`src/rtl/flash_ctl_pkg.sv`:
```
// Constants, enums and carriers shared by the flash program/erase controller.
// Assumes one 50 MHz clock; one machine cycle is taken as one pclk cycle.
package flash_ctl_pkg;

	// ----------------------------------------
	// Register offsets (byte addresses)
	// ----------------------------------------
	localparam logic [11:0] OFS_MODE_AREA = 12'h000;
	localparam logic [11:0] OFS_COMMIT_KEY = 12'h004;
	localparam logic [11:0] OFS_SYS_CTRL_TWO = 12'h008;
	localparam logic [11:0] OFS_REMAP_CTRL = 12'h00C;
	localparam logic [11:0] OFS_SYS_KEY = 12'h010;
	localparam logic [11:0] OFS_STATUS = 12'h014;

	// ----------------------------------------
	// Bus geometry
	// ----------------------------------------
	localparam int ADDR_W = 17;
	localparam int FLASH_ADDR_W = 19;
	localparam int WINDOW_BIT = 16;
	localparam int REG_OFS_W = 12;

	// ----------------------------------------
	// Field layouts and key values
	// ----------------------------------------
	localparam int MODE_MSB = 7;
	localparam int MODE_LSB = 5;
	localparam int AREA_MSB = 3;
	localparam int AREA_LSB = 2;
	localparam int BANK_BIT = 1;
	localparam int RAM_AREA_BIT = 2;
	localparam int VEC_SEL_BIT = 1;
	localparam int TOGGLE_BIT = 6;
	localparam logic [2:0] MODE_ENABLE = 3'h5;
	localparam logic [2:0] MODE_DISABLE = 3'h2;
	localparam logic [1:0] AREA_DEFAULT = 2'h0;
	localparam logic [7:0] MODE_AREA_RESET = 8'h40;
	localparam logic [7:0] REMAP_RESET = 8'h00;
	localparam logic [7:0] FLASH_COMMIT_KEY = 8'hD5;
	localparam logic [7:0] SYSTEM_KEY = 8'hD4;
	localparam logic [7:0] SYSCLK_RESET_CODE = 8'h10;

	// ----------------------------------------
	// Command sequence
	// ----------------------------------------
	localparam logic [15:0] CMD_ADDR_FIRST = 16'hF555;
	localparam logic [15:0] CMD_ADDR_SECOND = 16'hFAAA;
	localparam logic [7:0] CMD_PROGRAM = 8'hA0;
	localparam logic [7:0] CMD_ERASE_SETUP = 8'h80;
	localparam logic [7:0] CMD_SECTOR_ERASE = 8'h30;
	localparam logic [3:0] MIN_WRITE_GAP = 4'h3;
	localparam logic [3:0] GAP_SAT = 4'hF;

	// ----------------------------------------
	// Vector addresses
	// ----------------------------------------
	localparam logic [15:0] RAM_VEC_UNDEF_SWI = 16'h01F8;
	localparam logic [15:0] RAM_VEC_WDT = 16'h01FC;
	localparam logic [15:0] FLASH_VEC_UNDEF_SWI = 16'hFFF8;
	localparam logic [15:0] FLASH_VEC_WDT = 16'hFFFC;

	typedef enum logic [1:0] {VEC_UNDEF, VEC_SWI, VEC_WDT, VEC_OTHER} vector_kind_e;
	typedef enum logic {OP_PROGRAM, OP_ERASE} flash_op_e;

	typedef struct packed {
		flash_op_e kind;
		logic [FLASH_ADDR_W-1:0] addr;
		logic [7:0] data;
	} flash_op_s;

	typedef struct packed {
		logic [2:0] mode;
		logic [1:0] area;
		logic bank;
	} flash_cfg_s;

endpackage : flash_ctl_pkg

```
`src/rtl/flash_program_erase_control.sv`:
```
// Flash program/erase control: APB register file, keyed commits, command
// gating, toggle-style polling, RAM code remap and vector relocation.
// Assumes an external flash macro that accepts one operation pulse and
// holds flash_busy high until done, and a CPU bridge acting as APB master.
//
// Contract
// Host spaces command-sequence writes at least three machine cycles apart.
// Writes two cycles apart or 16 bits wide may break the sequence.
// Host waits three machine cycles after the last write before polling.
// Busy flash reads differ each time; two equal reads mean done.
// Mode 0y101 plus area, committed by key 0xD5, enables sequences.
// Mode 0y010, area 0y00, committed, blocks sequences and restores mapping.
// Both remap bits set then key 0xD4 map RAM code and vectors.
// Both remap bits cleared then key 0xD4 undo RAM mapping.
// RAM vectors: undefined/software at 0x01F8, watchdog at 0x01FC.
// Host disables interrupts and moves routine and vectors to RAM first.
// Vector reads from flash are invalid while an operation runs.
// Writing 0x10 to system control two issues a system clock reset.
// Third write 0xA0 to command address, fourth write data to target.
// Host programs only a previously erased area selected by area field.
// Host installs maskable vectors in RAM before using them there.
// First and second writes go to 0xF555 and 0xFAAA.
// Sequence writes are ignored unless committed mode is the enable value.
`timescale 1ns/1ps
module flash_program_erase_control
(
	// Clock and reset
	input wire logic pclk,
	input wire logic presetn,
	// APB slave
	input wire logic psel,
	input wire logic penable,
	input wire logic pwrite,
	input wire logic [flash_ctl_pkg::ADDR_W-1:0] paddr,
	input wire logic [31:0] pwdata,
	input wire logic [3:0] pstrb,
	output logic [31:0] prdata,
	output logic pready,
	output logic pslverr,
	// Flash macro
	output logic flash_op_valid,
	output flash_ctl_pkg::flash_op_s flash_op,
	input wire logic flash_busy,
	input wire logic [7:0] flash_rdata,
	output logic [flash_ctl_pkg::FLASH_ADDR_W-1:0] flash_raddr,
	// Vector fetch
	input wire flash_ctl_pkg::vector_kind_e vector_kind,
	input wire logic vector_fetch,
	output logic [15:0] vector_addr,
	output logic vector_fetch_invalid,
	// System
	output logic ram_code_map,
	output logic vector_in_ram,
	output logic sysclk_reset
);

	// ----------------------------------------
	// Decoding helpers
	// ----------------------------------------
	function automatic logic reg_hit(input logic [flash_ctl_pkg::ADDR_W-1:0] a,
		input logic [11:0] ofs);
		reg_hit = !a[flash_ctl_pkg::WINDOW_BIT]
			&& (a[flash_ctl_pkg::REG_OFS_W-1:0] == ofs)
			&& (a[flash_ctl_pkg::WINDOW_BIT-1:flash_ctl_pkg::REG_OFS_W] == '0);
	endfunction : reg_hit

	function automatic logic [15:0] ram_vector(input flash_ctl_pkg::vector_kind_e k,
		input logic in_ram);
		logic [15:0] base;
		base = in_ram ? flash_ctl_pkg::RAM_VEC_UNDEF_SWI : flash_ctl_pkg::FLASH_VEC_UNDEF_SWI;
		if (k == flash_ctl_pkg::VEC_WDT)
			base = in_ram ? flash_ctl_pkg::RAM_VEC_WDT : flash_ctl_pkg::FLASH_VEC_WDT;
		ram_vector = base;
	endfunction : ram_vector

	// ----------------------------------------
	// Storage
	// ----------------------------------------
	logic [7:0] mode_area_shadow;
	flash_ctl_pkg::flash_cfg_s cfg;
	logic [7:0] remap_shadow;
	logic toggle;
	logic [7:0] rd_data;

	// ----------------------------------------
	// APB decode
	// ----------------------------------------
	wire setup = psel && !penable;
	wire access = psel && penable;
	wire in_window = paddr[flash_ctl_pkg::WINDOW_BIT];
	wire hit_mode = reg_hit(paddr, flash_ctl_pkg::OFS_MODE_AREA);
	wire hit_commit = reg_hit(paddr, flash_ctl_pkg::OFS_COMMIT_KEY);
	wire hit_sys2 = reg_hit(paddr, flash_ctl_pkg::OFS_SYS_CTRL_TWO);
	wire hit_remap = reg_hit(paddr, flash_ctl_pkg::OFS_REMAP_CTRL);
	wire hit_syskey = reg_hit(paddr, flash_ctl_pkg::OFS_SYS_KEY);
	wire hit_status = reg_hit(paddr, flash_ctl_pkg::OFS_STATUS);
	wire mapped = in_window || hit_mode || hit_commit || hit_sys2 || hit_remap
		|| hit_syskey || (hit_status && !pwrite);
	wire wr_done = access && pwrite && mapped;
	wire rd_done = access && !pwrite && mapped;
	wire [7:0] wbyte = pwdata[7:0];
	// Byte lane 0 is not checked; any strobe above it marks a wide transfer
	wire wide_write = |pstrb[3:1];

	assign pready = 1'b1;
	assign pslverr = access && !mapped;

	// ----------------------------------------
	// Keyed commits
	// ----------------------------------------
	wire flash_commit = wr_done && hit_commit && wbyte == flash_ctl_pkg::FLASH_COMMIT_KEY;
	wire sys_commit = wr_done && hit_syskey && wbyte == flash_ctl_pkg::SYSTEM_KEY;
	wire cmd_enabled = (cfg.mode == flash_ctl_pkg::MODE_ENABLE);
	wire flash_write = wr_done && in_window;
	wire flash_read = rd_done && in_window;

	always_ff @(posedge pclk or negedge presetn)
	begin
		if (!presetn)
			mode_area_shadow <= flash_ctl_pkg::MODE_AREA_RESET;
		else if (wr_done && hit_mode)
			mode_area_shadow <= wbyte;
	end

	// Shadow only reaches the decoder on the keyed commit
	always_ff @(posedge pclk or negedge presetn)
	begin
		if (!presetn)
		begin
			cfg.mode <= flash_ctl_pkg::MODE_DISABLE;
			cfg.area <= flash_ctl_pkg::AREA_DEFAULT;
			cfg.bank <= 1'b0;
		end
		else if (flash_commit)
		begin
			cfg.mode <= mode_area_shadow[flash_ctl_pkg::MODE_MSB:flash_ctl_pkg::MODE_LSB];
			cfg.area <= mode_area_shadow[flash_ctl_pkg::AREA_MSB:flash_ctl_pkg::AREA_LSB];
			cfg.bank <= mode_area_shadow[flash_ctl_pkg::BANK_BIT];
		end
	end

	always_ff @(posedge pclk or negedge presetn)
	begin
		if (!presetn)
			remap_shadow <= flash_ctl_pkg::REMAP_RESET;
		else if (wr_done && hit_remap)
			remap_shadow <= wbyte;
	end

	// Each bit follows its shadow on the key, so mixed settings also apply
	always_ff @(posedge pclk or negedge presetn)
	begin
		if (!presetn)
		begin
			ram_code_map <= 1'b0;
			vector_in_ram <= 1'b0;
		end
		else if (sys_commit)
		begin
			ram_code_map <= remap_shadow[flash_ctl_pkg::RAM_AREA_BIT];
			vector_in_ram <= remap_shadow[flash_ctl_pkg::VEC_SEL_BIT];
		end
	end

	always_ff @(posedge pclk or negedge presetn)
	begin
		if (!presetn)
			sysclk_reset <= 1'b0;
		else
			sysclk_reset <= wr_done && hit_sys2
				&& wbyte == flash_ctl_pkg::SYSCLK_RESET_CODE;
	end

	// ----------------------------------------
	// Command sequences
	// ----------------------------------------
	flash_cmd_decoder u_decoder
	(
		.pclk(pclk),
		.presetn(presetn),
		.wr_stb(flash_write),
		.wide_write(wide_write),
		.wr_addr(paddr[15:0]),
		.wr_data(wbyte),
		.cfg(cfg),
		.enabled(cmd_enabled),
		.busy(flash_busy),
		.op_valid(flash_op_valid),
		.op(flash_op)
	);

	// ----------------------------------------
	// Toggle polling
	// ----------------------------------------
	// Flips on every completed flash read while busy, so two reads differ
	always_ff @(posedge pclk or negedge presetn)
	begin
		if (!presetn)
			toggle <= 1'b0;
		else if (flash_read && flash_busy)
			toggle <= !toggle;
	end

	wire [7:0] polled = flash_busy
		? {flash_rdata[7], toggle, flash_rdata[5:0]}
		: flash_rdata;

	// ----------------------------------------
	// Read data
	// ----------------------------------------
	wire [7:0] status_byte = {2'h0, cfg.mode, flash_busy, vector_in_ram, ram_code_map};
	wire [7:0] reg_byte = hit_mode ? mode_area_shadow
		: hit_remap ? remap_shadow
		: hit_status ? status_byte
		: 8'h00;

	always_ff @(posedge pclk or negedge presetn)
	begin
		if (!presetn)
			rd_data <= 8'h00;
		else if (setup)
			rd_data <= in_window ? polled : reg_byte;
	end

	assign prdata = {24'h000000, rd_data};

	always_ff @(posedge pclk or negedge presetn)
	begin
		if (!presetn)
			flash_raddr <= '0;
		else if (psel && in_window)
			flash_raddr <= {cfg.bank, cfg.area, paddr[15:0]};
	end

	// ----------------------------------------
	// Vector fetch
	// ----------------------------------------
	always_ff @(posedge pclk or negedge presetn)
	begin
		if (!presetn)
			vector_addr <= flash_ctl_pkg::FLASH_VEC_UNDEF_SWI;
		else if (vector_fetch)
			vector_addr <= ram_vector(vector_kind, vector_in_ram);
	end

	// Flash vectors cannot be read while the array is being altered
	always_ff @(posedge pclk or negedge presetn)
	begin
		if (!presetn)
			vector_fetch_invalid <= 1'b0;
		else
			vector_fetch_invalid <= vector_fetch && flash_busy && !vector_in_ram;
	end

endmodule : flash_program_erase_control

```
`src/rtl/flash_cmd_decoder.sv`:
```
// Flash command-sequence decoder: recognises the four-write program and
// sector-erase sequences and emits one operation pulse per sequence.
// Assumes write strobes are one-cycle pulses from the APB slave.
`timescale 1ns/1ps
module flash_cmd_decoder
(
	// Clock and reset
	input wire logic pclk,
	input wire logic presetn,
	// Write strobe from the bus
	input wire logic wr_stb,
	input wire logic wide_write,
	input wire logic [15:0] wr_addr,
	input wire logic [7:0] wr_data,
	input wire flash_ctl_pkg::flash_cfg_s cfg,
	input wire logic enabled,
	input wire logic busy,
	// Decoded operation
	output logic op_valid,
	output flash_ctl_pkg::flash_op_s op
);

	typedef enum logic [2:0] {SEQ_IDLE, SEQ_GOT1, SEQ_GOT2, SEQ_PROG_ARM, SEQ_ERASE_ARM}
		seq_state_e;

	seq_state_e state;
	seq_state_e next_state;
	logic [3:0] gap;
	logic go;

	wire gap_short = (gap < flash_ctl_pkg::MIN_WRITE_GAP);
	// Close or wide writes abort the sequence rather than risk a wrong operation
	wire bad_write = wr_stb && (gap_short || wide_write || !enabled || busy);
	assign go = wr_stb && !bad_write;
	wire at_first = (wr_addr == flash_ctl_pkg::CMD_ADDR_FIRST);
	wire at_second = (wr_addr == flash_ctl_pkg::CMD_ADDR_SECOND);
	wire fire = go && (state == SEQ_PROG_ARM || (state == SEQ_ERASE_ARM
		&& wr_data == flash_ctl_pkg::CMD_SECTOR_ERASE));

	always_comb
	begin
		next_state = state;
		if (bad_write)
			next_state = SEQ_IDLE;
		else if (go)
		begin
			case (state)
				SEQ_IDLE: next_state = at_first ? SEQ_GOT1 : SEQ_IDLE;
				SEQ_GOT1: next_state = at_second ? SEQ_GOT2 : SEQ_IDLE;
				SEQ_GOT2:
				begin
					if (at_first && wr_data == flash_ctl_pkg::CMD_PROGRAM)
						next_state = SEQ_PROG_ARM;
					else if (at_first && wr_data == flash_ctl_pkg::CMD_ERASE_SETUP)
						next_state = SEQ_ERASE_ARM;
					else
						next_state = SEQ_IDLE;
				end
				default: next_state = SEQ_IDLE;
			endcase
		end
	end

	always_ff @(posedge pclk or negedge presetn)
	begin
		if (!presetn)
		begin
			state <= SEQ_IDLE;
			gap <= flash_ctl_pkg::GAP_SAT;
			op_valid <= 1'b0;
			op <= '0;
		end
		else
		begin
			state <= next_state;
			gap <= wr_stb ? 4'h0 : ((gap == flash_ctl_pkg::GAP_SAT) ? gap : gap + 4'h1);
			op_valid <= fire;
			if (fire)
			begin
				op.kind <= (state == SEQ_PROG_ARM) ? flash_ctl_pkg::OP_PROGRAM
					: flash_ctl_pkg::OP_ERASE;
				op.addr <= {cfg.bank, cfg.area, wr_addr};
				op.data <= wr_data;
			end
		end
	end

endmodule : flash_cmd_decoder

```
`config.mk`:
```
export PLATFORM = sky130hd
export DESIGN_NAME = flash_program_erase_control
export DESIGN_NICKNAME = d
export VERILOG_FILES = /design/src/rtl/flash_ctl_pkg.sv /design/src/rtl/flash_program_erase_control.sv /design/src/rtl/flash_cmd_decoder.sv
export SDC_FILE = /design/constraint.sdc
export NUM_CORES = 1
export LEC_CHECK = 0
export BUFFER_PORTS_ARGS = -buffer_cell sky130_fd_sc_hd__buf_2
export CORE_MARGIN = 2
export CORE_UTILIZATION = 50
export CTS_CLUSTER_SIZE = 28
export DETAILED_ROUTE_END_ITERATION = 10
export PLACE_DENSITY = 0.89
export SLEW_MARGIN = 10
export SYNTH_ARGS = -nofsm -noshare
export SYNTH_HDL_FRONTEND = slang
export SYNTH_SLANG_ARGS = --single-unit
```
`constraint.sdc`:
```
create_clock -name pclk -period 5.4 [get_ports pclk]
set_input_delay 1.08 -clock pclk [delete_from_list [all_inputs] [get_ports pclk]]
set_output_delay 1.08 -clock pclk [all_outputs]
set_load 0.02 [all_outputs]
```
==> results of run 1 <==
==> flip-flops by register name, summed over array words and instances (netlist names), 2 cells and up <==
name,count
u_decoder.gap,4
u_decoder.op,28
rd_data,8
mode_area_shadow,8
remap_shadow,8
u_decoder.state,3
vector_addr,2
cfg,6
flash_raddr,19
==> critical path, delay by kind of cell <==
| kind | cells | cell delay [ns] |
|---|---|---|
| AO/OA/AOI/OAI | 2 | 0.53 |
| buffers and inverters | 2 | 0.35 |
| AND/OR/NAND/NOR | 2 | 0.70 |
==> cell type report <==
class	instances	area share, %
clock inverters	5	1.63
repair buffers	114	11.1
well taps	108	2.59
flip-flops and latches	92	44.3
clock buffers	10	2.64
multi-input cells	261	37.5
inverters	4	0.287
==> cells by family after synthesis <==
family                     after synthesis  synth area share, %
xor gates and xnor gates                 2                0.386
and+or+nand+nor                        112                 15.7
buffers and inverters                   61                 8.46
adders and majority gates                1                0.276
AOI/OAI and AO/OA                       40                 6.04
other                                    2                0.165
DFF                                     92                 50.9
muxes                                   73                 18.1
==> power groups by stage <==
stage | Sequential (mW) | Combinational, mW | Clock (mW)
6_report | 0.781 | 0.244 | 0.516
3_3_place_gp | 0.789 | 0.236 | 0
5_1_grt | 0.787 | 0.267 | 0.547
4_1_cts | 0.781 | 0.246 | 0.528
2_1_floorplan | 0.822 | 0.138 | 0
3_5_place_dp | 0.794 | 0.245 | 0
==> placed cells by master, fill, tap and decap left out, types with 5 or more instances in the layout <==
master and count:
or3_1 5, nand2_1 13, conb_1 33, buf_2 112
o21ai_0 8, nor4_1 13, dfrtp_1 85, clkbuf_8 10
dfstp_2 7, nor2_1 12, nand3_1 12, a21oi_1 11
nor3_1 11, mux2_2 71, nand4_1 9
==> stage by stage <==
| step | setup WS (ns) | total power [mW] | util (%) |
|---|---|---|---|
| 6_report | 1.65 | 1.54 | 59.6 |
| 5_1_grt | 1.42 | 1.60 | 59.6 |
| 4_1_cts | 1.67 | 1.55 | 59.6 |
| 3_3_place_gp | 1.71 | 1.02 | 57.0 |
| 3_5_place_dp | 1.69 | 1.04 | 57.0 |
| 2_1_floorplan | 1.97 | 0.960 | - |
==> path summary, 6_finish.rpt <==
kind                                     to  slack [ns]
setup / recovery                    pslverr        1.65
hold / removal                       toggle        0.48
setup reg to reg           u_decoder.op[14]        2.83
hold reg to reg                      toggle        0.48
max in group asynchronous    vector_addr[2]        4.07
min in group asynchronous   flash_raddr[12]        0.77
==> layer usage <==
metal,vias up,part of all wire (%)
li1,1527,-
met1,1673,40
met2,169,50
met3,11,8.2
met4,0,1.5
met5,-,0
==> impl_metrics.py, run 1 <==
metrics = {
    "clock_network": {
        "ctsHoldBuffers": 0,
        "cts_sinks": 92,
        "clk_latency_ns": 0.36,
        "root_buffer": "clkbuf_8",
        "post_cts_resized": 0,
        "clk_pin_slew_ns": 0.09,
        "htreeDepth": 3,
        "cts_tree": "done",
        "cts_buffer_depth": 2,
        "cts_setup_buffers": 0,
        "cts_buffers": 9,
    },
    "power": {
        "switching_share_pct": 28.0,
        "p_sw_uw": 431,
        "pwr-share-seq_pct": 50.7,
        "power_density_nw_per_um2": 295,
        "intPower_mw": 1.11,
        "ir_worst_vdd_uv": 181,
        "power_frac_comb_pct": 15.8,
        "p_clk_share_pct": 33.5,
        "leakage_nw": 2.58,
    },
    "floorplanning": {
        "core_area_sq_um": 8760,
        "dieArea_sq_um": 9850,
        "initial_core_util_pct": 51.8,
        "pin_count": 172,
        "die_w_um": 99.3,
        "rows": 34,
        "fp.dieH_um": 99.3,
    },
    "sta": {
        "period_needed_ns": 3.75,
        "slew_violations": 0,
        "rsz0062_at_grt": "false",
        "setup_viol": 0,
        "timing.final.crit_share_pct": 69.4,
        "tightest_slew_ns": 1.16,
        "fin_skew_ns": 0.00437,
        "hold_slack_ns": 0.485,
        "fmax_mhz": 267,
        "max_slew_margin_pct": 22.8,
        "setup_tns_ns": 0,
        "hold_viol": 0,
    },
    "route": {
        "drtAntennaViolNets": 0,
        "drt-total-wl_mm": 10.6,
        "vias": 3380,
        "drtPass1Iterations": 4,
        "wl_per_cell_um": 17.8,
        "viasPerCell": 5.69,
        "first_iter_violations": 157,
        "drc": 0,
    },
    "worst_setup_path": {
        "critPathCaptureType": "output port",
        "critPathSlowestCell": "or3_1",
        "path_common_cell": "buf_2",
        "cp.required_ns": 4.32,
        "path_cells": "buf_2, or3_1, a2111oi_0, o21ai_0, and4b_1, buf_2",
        "crit_arrival_ns": 2.67,
        "reg2regPathDepth": 5,
        "path_class": "in -> out",
        "crit_path_max_incr_delay_ns": 0.50,
        "crit_start": "paddr[16]",
        "cp_max_fo": 15,
        "cp-start-kind": "primary input",
        "r2r-start": "u_decoder.gap[0]",
    },
    "cells_and_area": {
        "num_antenna_cells": 0,
        "multiInputGateArea_sq_um": 1960,
        "fillers": 734,
        "num-nets-final": 553,
        "instances_no_fill": 594,
        "design_area_sq_um": 5220,
        "area_growth_pct": 15.1,
        "register_area_sq_um": 2310,
        "drive_above_1_share_pct": 45.7,
    },
    "synthesis": {
        "ys_ff_latch": 92,
        "syn_avg_cell_area_sq_um": 11.8,
        "synth_top_cell_by_area": "dfrtp_1",
        "synthTopCellsByCount": "85 x dfrtp_1, 71 x mux2_2, 39 x buf_4",
        "yosysMostFrequentCell": "dfrtp_1",
        "synth_area_leaders": "dfrtp_1 47%, mux2_2 18%, buf_4 6.5%",
        "synth_area_sq_um": 4540,
        "ys_types": 53,
        "yosysWarnings": 0,
        "ys_seq_area_share_pct": 50.9,
        "synth_top_cell_area_share_pct": 46.9,
        "synth_cells": 383,
        "synth_ff_type": "dfrtp_1",
        "synth-edff-count": 0,
        "async_flop_share_pct": 100,
    },
    "global_route": {
        "met3_usage_pct": 4.15,
        "grt_max_degree": 93,
        "track_usage_pct": 21.7,
        "antenna_found_initial": 0,
        "grt_pass1_wl_mm": 16.8,
        "grtUsageMet1_pct": 27.3,
        "busiest_layer": "met2",
        "met2_usage_pct": 37.8,
        "grt_pass1_vias": 3381,
        "grt_remaining_overflow": 0,
    },
    "placement": {
        "placed_area_sq_um": 5000,
        "gp_congestion": 0.916,
        "io_buffers": 113,
        "hpwl_mm": 7.84,
        "place_inst": 579,
    },
    "hold_path": {
        "hold_path_class": "reg -> reg",
        "hold_depth": 1,
        "min_from": "toggle",
    },
    "run": {
        "maxCapViolCount": 0,
    },
    "status": {
        "status": "finished clean",
    },
}
Note: power is estimated with default switching activity, not from simulation.
==> run 2: changes to the inputs <==
--- a/config.mk
+++ b/config.mk
@@ -5,12 +5,13 @@
 export SDC_FILE = /design/constraint.sdc
 export NUM_CORES = 1
 export LEC_CHECK = 0
+export ABC_AREA = 1
 export BUFFER_PORTS_ARGS = -buffer_cell sky130_fd_sc_hd__buf_2
 export CORE_MARGIN = 2
 export CORE_UTILIZATION = 50
 export CTS_CLUSTER_SIZE = 28
 export DETAILED_ROUTE_END_ITERATION = 10
-export PLACE_DENSITY = 0.89
+export PLACE_DENSITY = 0.88
 export SLEW_MARGIN = 10
 export SYNTH_ARGS = -nofsm -noshare
 export SYNTH_HDL_FRONTEND = slang
==> constraint.sdc (replaced) <==
create_clock -name pclk -period 3.7 [get_ports pclk]
set_input_delay 0.74 -clock pclk [delete_from_list [all_inputs] [get_ports pclk]]
set_output_delay 0.74 -clock pclk [all_outputs]
set_load 0.02 [all_outputs]
==> run 2 against run 1 <==
- clock power up 41%
- sequential power rose by 46%
- cell count increased by 32%
- flip-flop and latch count unchanged
- worst setup slack worse by 1.0 ns
- total power up 45%
- clock skew up 0.011 ns
- register-to-register slack lost 1.3 ns
- routed wire length grew 4.9%
==> impl_metrics.py, run 2 <==
metrics = {
    "worst_setup_path": {
        "cp-start-kind": "primary input",
        "path_class": "in -> out",
        "cp_max_fo": 14,
        "crit_arrival_ns": 2.32,
        "cp.required_ns": 2.96,
        "critPathCaptureType": "output port",
    },
    "hold_path": {
        "hold_path_class": "in -> async",
    },
    "global_route": {
        "track_usage_pct": 22.2,
        "grt_pass1_wl_mm": 17.9,
        "grt_remaining_overflow": 0,
        "antenna_found_initial": 0,
        "grt_max_degree": 93,
        "grt_pass1_vias": 3747,
    },
    "clock_network": {
        "root_buffer": "clkbuf_8",
        "cts_tree": "done",
        "ctsHoldBuffers": 0,
        "cts_sinks": 92,
        "clk_latency_ns": 0.37,
        "post_cts_resized": 0,
        "clk_pin_slew_ns": 0.09,
        "cts_buffers": 9,
        "cts_buffer_depth": 2,
        "htreeDepth": 3,
        "cts_setup_buffers": 0,
    },
    "route": {
        "drc": 0,
        "wl_per_cell_um": 14.2,
        "drtPass1Iterations": 5,
        "vias": 3965,
        "drt-total-wl_mm": 11.1,
        "first_iter_violations": 261,
        "drtAntennaViolNets": 0,
        "viasPerCell": 5.06,
    },
    "sta": {
        "setup_tns_ns": 0,
        "rsz0062_at_grt": "false",
        "slew_violations": 0,
        "fmax_mhz": 327,
        "period_needed_ns": 3.06,
        "fin_skew_ns": 0.0154,
        "max_slew_margin_pct": 26.8,
        "hold_viol": 0,
        "setup_viol": 0,
        "timing.final.crit_share_pct": 82.6,
        "tightest_slew_ns": 1.09,
    },
    "synthesis": {
        "synth_ff_type": "dfrtp_1",
        "synth-edff-count": 0,
        "ys_types": 36,
        "synth_area_sq_um": 4770,
        "synth_area_leaders": "dfrtp_1 45%, nand2_1 10%, o21ai_2 7.2%",
        "synth_top_cell_area_share_pct": 44.6,
        "yosysMostFrequentCell": "nand2_1",
        "synth_cells": 550,
        "synth_top_cell_by_area": "dfrtp_1",
        "synthTopCellsByCount": "129 x nand2_1, 85 x dfrtp_1, 60 x inv_1",
        "ys_seq_area_share_pct": 48.4,
        "async_flop_share_pct": 100,
        "yosysWarnings": 0,
        "ys_ff_latch": 92,
        "syn_avg_cell_area_sq_um": 8.68,
    },
    "cells_and_area": {
        "fillers": 807,
        "utilization_pct": 58.7,
        "layout_commonest_cell": "nand2_1",
        "num-nets-final": 721,
        "largest_register_ffs": 28,
        "design_area_sq_um": 5430,
        "num_antenna_cells": 0,
        "reg_top3": "u_decoder.op: 28 flops, flash_raddr: 19 flops",
        "drive_above_1_share_pct": 31.6,
        "top_register": "u_decoder.op",
        "final_cell_mix": "129 x nand2_1, 112 x buf_2, 85 x dfrtp_1",
        "area_growth_pct": 13.7,
    },
    "run": {
        "maxCapViolCount": 0,
    },
    "floorplanning": {
        "dieArea_sq_um": 10300,
        "rows": 35,
        "initial_core_util_pct": 51.7,
        "pin_count": 172,
        "fp.dieH_um": 102,
        "core_area_sq_um": 9240,
        "die_w_um": 102,
    },
    "power": {
        "leakage_nw": 2.89,
        "ir_worst_vdd_uv": 182,
        "power_density_nw_per_um2": 411,
    },
    "placement": {
        "hpwl_mm": 8.27,
        "placed_area_sq_um": 5200,
        "gp_congestion": 0.875,
        "io_buffers": 113,
    },
    "status": {
        "status": "finished clean",
    },
}
==> run 2: cell types whose count changed after synthesis, moves of 23 or more <==
cell	change
inv_1	+56
mux2_2	-71
nand2_1	+116
nor2_1	+23
o21ai_0	+28
o21ai_2	+39
==> run 2: cells by family (layout without fill, tap and decap cells) <==
kind of cell	after synthesis	after routing	synth area share, %
compound gates	91	91	12.7
xor+xnor	3	3	0.551
fa+ha+maj	1	1	0.262
buf+inv	125	199	14.2
flops	92	92	48.4
other cells	2	33	0.157
simple gates	236	236	23.6
==> run 2: per-stage QoR <==
| step | worst slack, ns | std cells | power, mW | hold WS [ns] |
|---|---|---|---|---|
| floorplan | 1.02 | 581 | 1.41 | 0.436 |
| global placement | 0.694 | 768 | 1.49 | 0.452 |
| detailed placement | 0.679 | 768 | 1.52 | 0.462 |
| CTS | 0.675 | 784 | 2.24 | 0.484 |
| global route | 0.444 | 784 | 2.33 | 0.496 |
| finish | 0.645 | 784 | 2.23 | 0.440 |
==> run 2: layer usage <==
metal / up-vias / share of wire (%) / GRT usage, % / routed length (um)
li1: 1891 / - / - / -
met1: 1862 / 40 / 28.0 / 4490
met2: 188 / 51 / 37.3 / 5650
met3: 24 / 6.4 / 5.38 / 716
met4: 0 / 2.3 / 7.69 / 259
met5: - / 0 / 0 / 0
==> run 2: worst max-delay path, cell delays in order <==
cell	delay (ns)
buf_2	0.22
inv_2	0.12
nand2_1	0.11
nor2_1	0.04
nand3_1	0.31
nand2_1	0.10
nor2_1	0.19
nand2_4	0.17
nor2_1	0.12
buf_2	0.17
==> run 2: final cells by class <==
cell class / count / area (sq um) / area share (%)
inverters: 70 / 263 / 4.84
repair buffers: 113 / 572 / 10.5
clock buffers: 12 / 165 / 3.04
well taps: 129 / 161 / 2.98
flip-flops and latches: 92 / 2310 / 42.6
multi-input cells: 364 / 1900 / 35.0
clock inverters: 4 / 53.8 / 0.992
==> run 2: power by group <==
| group | leakage (nW) | internal, mW | total [mW] | switching [mW] |
|---|---|---|---|---|
| Clock | 0.105 | 0.370 | 0.730 | 0.360 |
| Sequential | 1.17 | 1.09 | 1.14 | 0.0490 |
| Combinational | 1.62 | 0.114 | 0.359 | 0.244 |
==> run 2: final timing paths <==
check | start | to | slack (ns) | cells after the start
max | paddr[16] | pslverr | 0.64 | 10
min | presetn | u_decoder.op[25] | 0.44 | 1
max reg2reg | u_decoder.gap[0] | u_decoder.op[20] | 1.53 | 7
min reg2reg | u_decoder.op[7] | u_decoder.op[7] | 0.48 | 2
max in group asynchronous | presetn | cfg[5] | 2.70 | 1
min in group pclk | u_decoder.op[7] | u_decoder.op[7] | 0.48 | 2
==> run 3: changes to the inputs <==
--- a/config.mk
+++ b/config.mk
@@ -8,10 +8,10 @@
 export ABC_AREA = 1
 export BUFFER_PORTS_ARGS = -buffer_cell sky130_fd_sc_hd__buf_2
 export CORE_MARGIN = 2
-export CORE_UTILIZATION = 50
+export CORE_UTILIZATION = 45
 export CTS_CLUSTER_SIZE = 28
 export DETAILED_ROUTE_END_ITERATION = 10
-export PLACE_DENSITY = 0.88
+export PLACE_DENSITY = 0.84
 export SLEW_MARGIN = 10
 export SYNTH_ARGS = -nofsm -noshare
 export SYNTH_HDL_FRONTEND = slang
==> constraint.sdc (replaced) <==
create_clock -name pclk -period 2.7 [get_ports pclk]
set_input_delay 0.54 -clock pclk [delete_from_list [all_inputs] [get_ports pclk]]
set_output_delay 0.54 -clock pclk [all_outputs]
set_load 0.02 [all_outputs]
==> run 3 against run 2 <==
- worst hold slack got worse by 0.28 ns
- flip-flop and latch count did not move
- total power rose by 38%
- critical path type unchanged
==> impl_metrics.py, run 3 (synthesized netlist as in run 2, its figures left out) <==
metrics = {
    "global_route": {
        "track_usage_pct": 19.8,
        "grt_max_degree": 52,
        "met3_usage_pct": 3.47,
        "grt_pass1_wl_mm": 17.8,
        "grtUsageMet1_pct": 26.0,
        "met2_usage_pct": 33.6,
        "busiest_layer": "met2",
        "antenna_found_initial": 0,
        "grt_pass1_vias": 3701,
        "grt_remaining_overflow": 0,
    },
    "worst_setup_path": {
        "r2r-start": "u_decoder.gap[0]",
        "crit_arrival_ns": 1.86,
        "cp_max_fo": 10,
        "cp.required_ns": 2.16,
        "critPathCaptureType": "output port",
        "crit_start": "paddr[16]",
        "cp-start-kind": "primary input",
        "path_class": "in -> out",
    },
    "placement": {
        "placed_area_sq_um": 5280,
        "io_buffers": 113,
        "gp_congestion": 0.877,
        "hpwl_mm": 8.22,
    },
    "floorplanning": {
        "fp.dieH_um": 107,
        "rows": 37,
        "pin_count": 172,
        "die_w_um": 107,
        "core_area_sq_um": 10300,
        "initial_core_util_pct": 46.2,
        "dieArea_sq_um": 11400,
    },
    "cells_and_area": {
        "top_register": "u_decoder.op",
        "num_antenna_cells": 0,
        "area_growth_pct": 15.1,
        "drive_above_1_share_pct": 32.0,
        "final_cell_mix": "129 x nand2_1, 112 x buf_2, 85 x dfrtp_1",
        "layout_commonest_cell": "nand2_1",
        "largest_register_ffs": 28,
        "reg_top3": "u_decoder.op: 28 flops, flash_raddr: 19 flops",
        "design_area_sq_um": 5500,
        "num-nets-final": 728,
    },
    "sta": {
        "setup_viol": 0,
        "tightest_slew_ns": 0.652,
        "slew_violations": 0,
        "period_needed_ns": 2.40,
        "setup_tns_ns": 0,
        "fin_skew_ns": 0.0140,
        "hold_viol": 0,
        "rsz0062_at_grt": "false",
        "timing.final.crit_share_pct": 89.1,
        "fmax_mhz": 416,
        "max_slew_margin_pct": 56.1,
    },
    "clock_network": {
        "clk_latency_ns": 0.35,
        "htreeDepth": 3,
        "ctsHoldBuffers": 0,
        "cts_sinks": 92,
        "post_cts_resized": 0,
        "clk_pin_slew_ns": 0.09,
        "cts_setup_buffers": 0,
        "cts_tree": "done",
        "cts_buffers": 9,
        "cts_buffer_depth": 2,
        "root_buffer": "clkbuf_8",
    },
    "route": {
        "drtPass1Iterations": 5,
        "drc": 0,
        "vias": 3826,
        "drt-total-wl_mm": 10.8,
        "first_iter_violations": 338,
        "wl_per_cell_um": 13.5,
        "drtAntennaViolNets": 0,
        "viasPerCell": 4.79,
    },
    "power": {
        "power_density_nw_per_um2": 558,
        "leakage_nw": 2.93,
        "ir_worst_vdd_uv": 297,
    },
    "run": {
        "maxCapViolCount": 0,
    },
    "hold_path": {
        "hold_path_class": "in -> async",
    },
    "status": {
        "status": "finished clean",
    },
}
run 3: report_power, final:
part           leakage [nW]  switching (mW)  internal [mW]
Clock                 0.111           0.475          0.549
Combinational          1.65           0.329          0.162
Sequential             1.17          0.0601           1.49
Total                  2.93           0.864           2.20
run 3: final timing paths:
check | end | slack (ns) | depth (start not counted)
worst max-delay path | pslverr | 0.30 | 10
worst min-delay path | flash_raddr[15] | 0.16 | 1
worst max register to register | u_decoder.op[27] | 0.83 | 9
worst min register to register | u_decoder.op[11] | 0.48 | 2
max in group asynchronous | u_decoder.gap[0] | 1.81 | 2
min in group pclk | vector_addr[14] | 0.39 | 2
run 3: layout make-up:
type	instances	area (sq um)
repair buffers	120	633
clock inverters	4	73.8
inverters	70	263
well taps	136	170
flip-flops and latches	92	2310
fillers	983	4830
clock buffers	12	145
multi-input cells	364	1900
run 3: critical path, stage by stage:
cell,delay (ns)
buf_2,0.22
inv_2,0.12
nand3_2,0.11
nor2_2,0.05
nand2_1,0.13
nand2_1,0.08
nor2_1,0.25
nand2_4,0.07
nor2_1,0.11
buf_2,0.18
run 3: metal layers:
metal	up-vias	wire, um
met5	-	0
met4	0	163
met3	15	570
met2	128	5350
met1	1793	4690
li1	1890	-
run 3: through the flow:
| stage | total power, mW | std cells | utilization, % | setup slack (ns) | hold WS (ns) |
|---|---|---|---|---|---|
| global route | 3.23 | 798 | 53.2 | 0.198 | 0.186 |
| finish | 3.07 | 798 | 53.2 | 0.295 | 0.156 |
| floorplan | 1.93 | 581 | - | 0.419 | 0.244 |
| detailed placement | 2.07 | 782 | 51.1 | 0.357 | 0.460 |
| CTS | 3.09 | 798 | 53.2 | 0.352 | 0.174 |
| global placement | 2.06 | 782 | 51.1 | 0.342 | 0.454 |
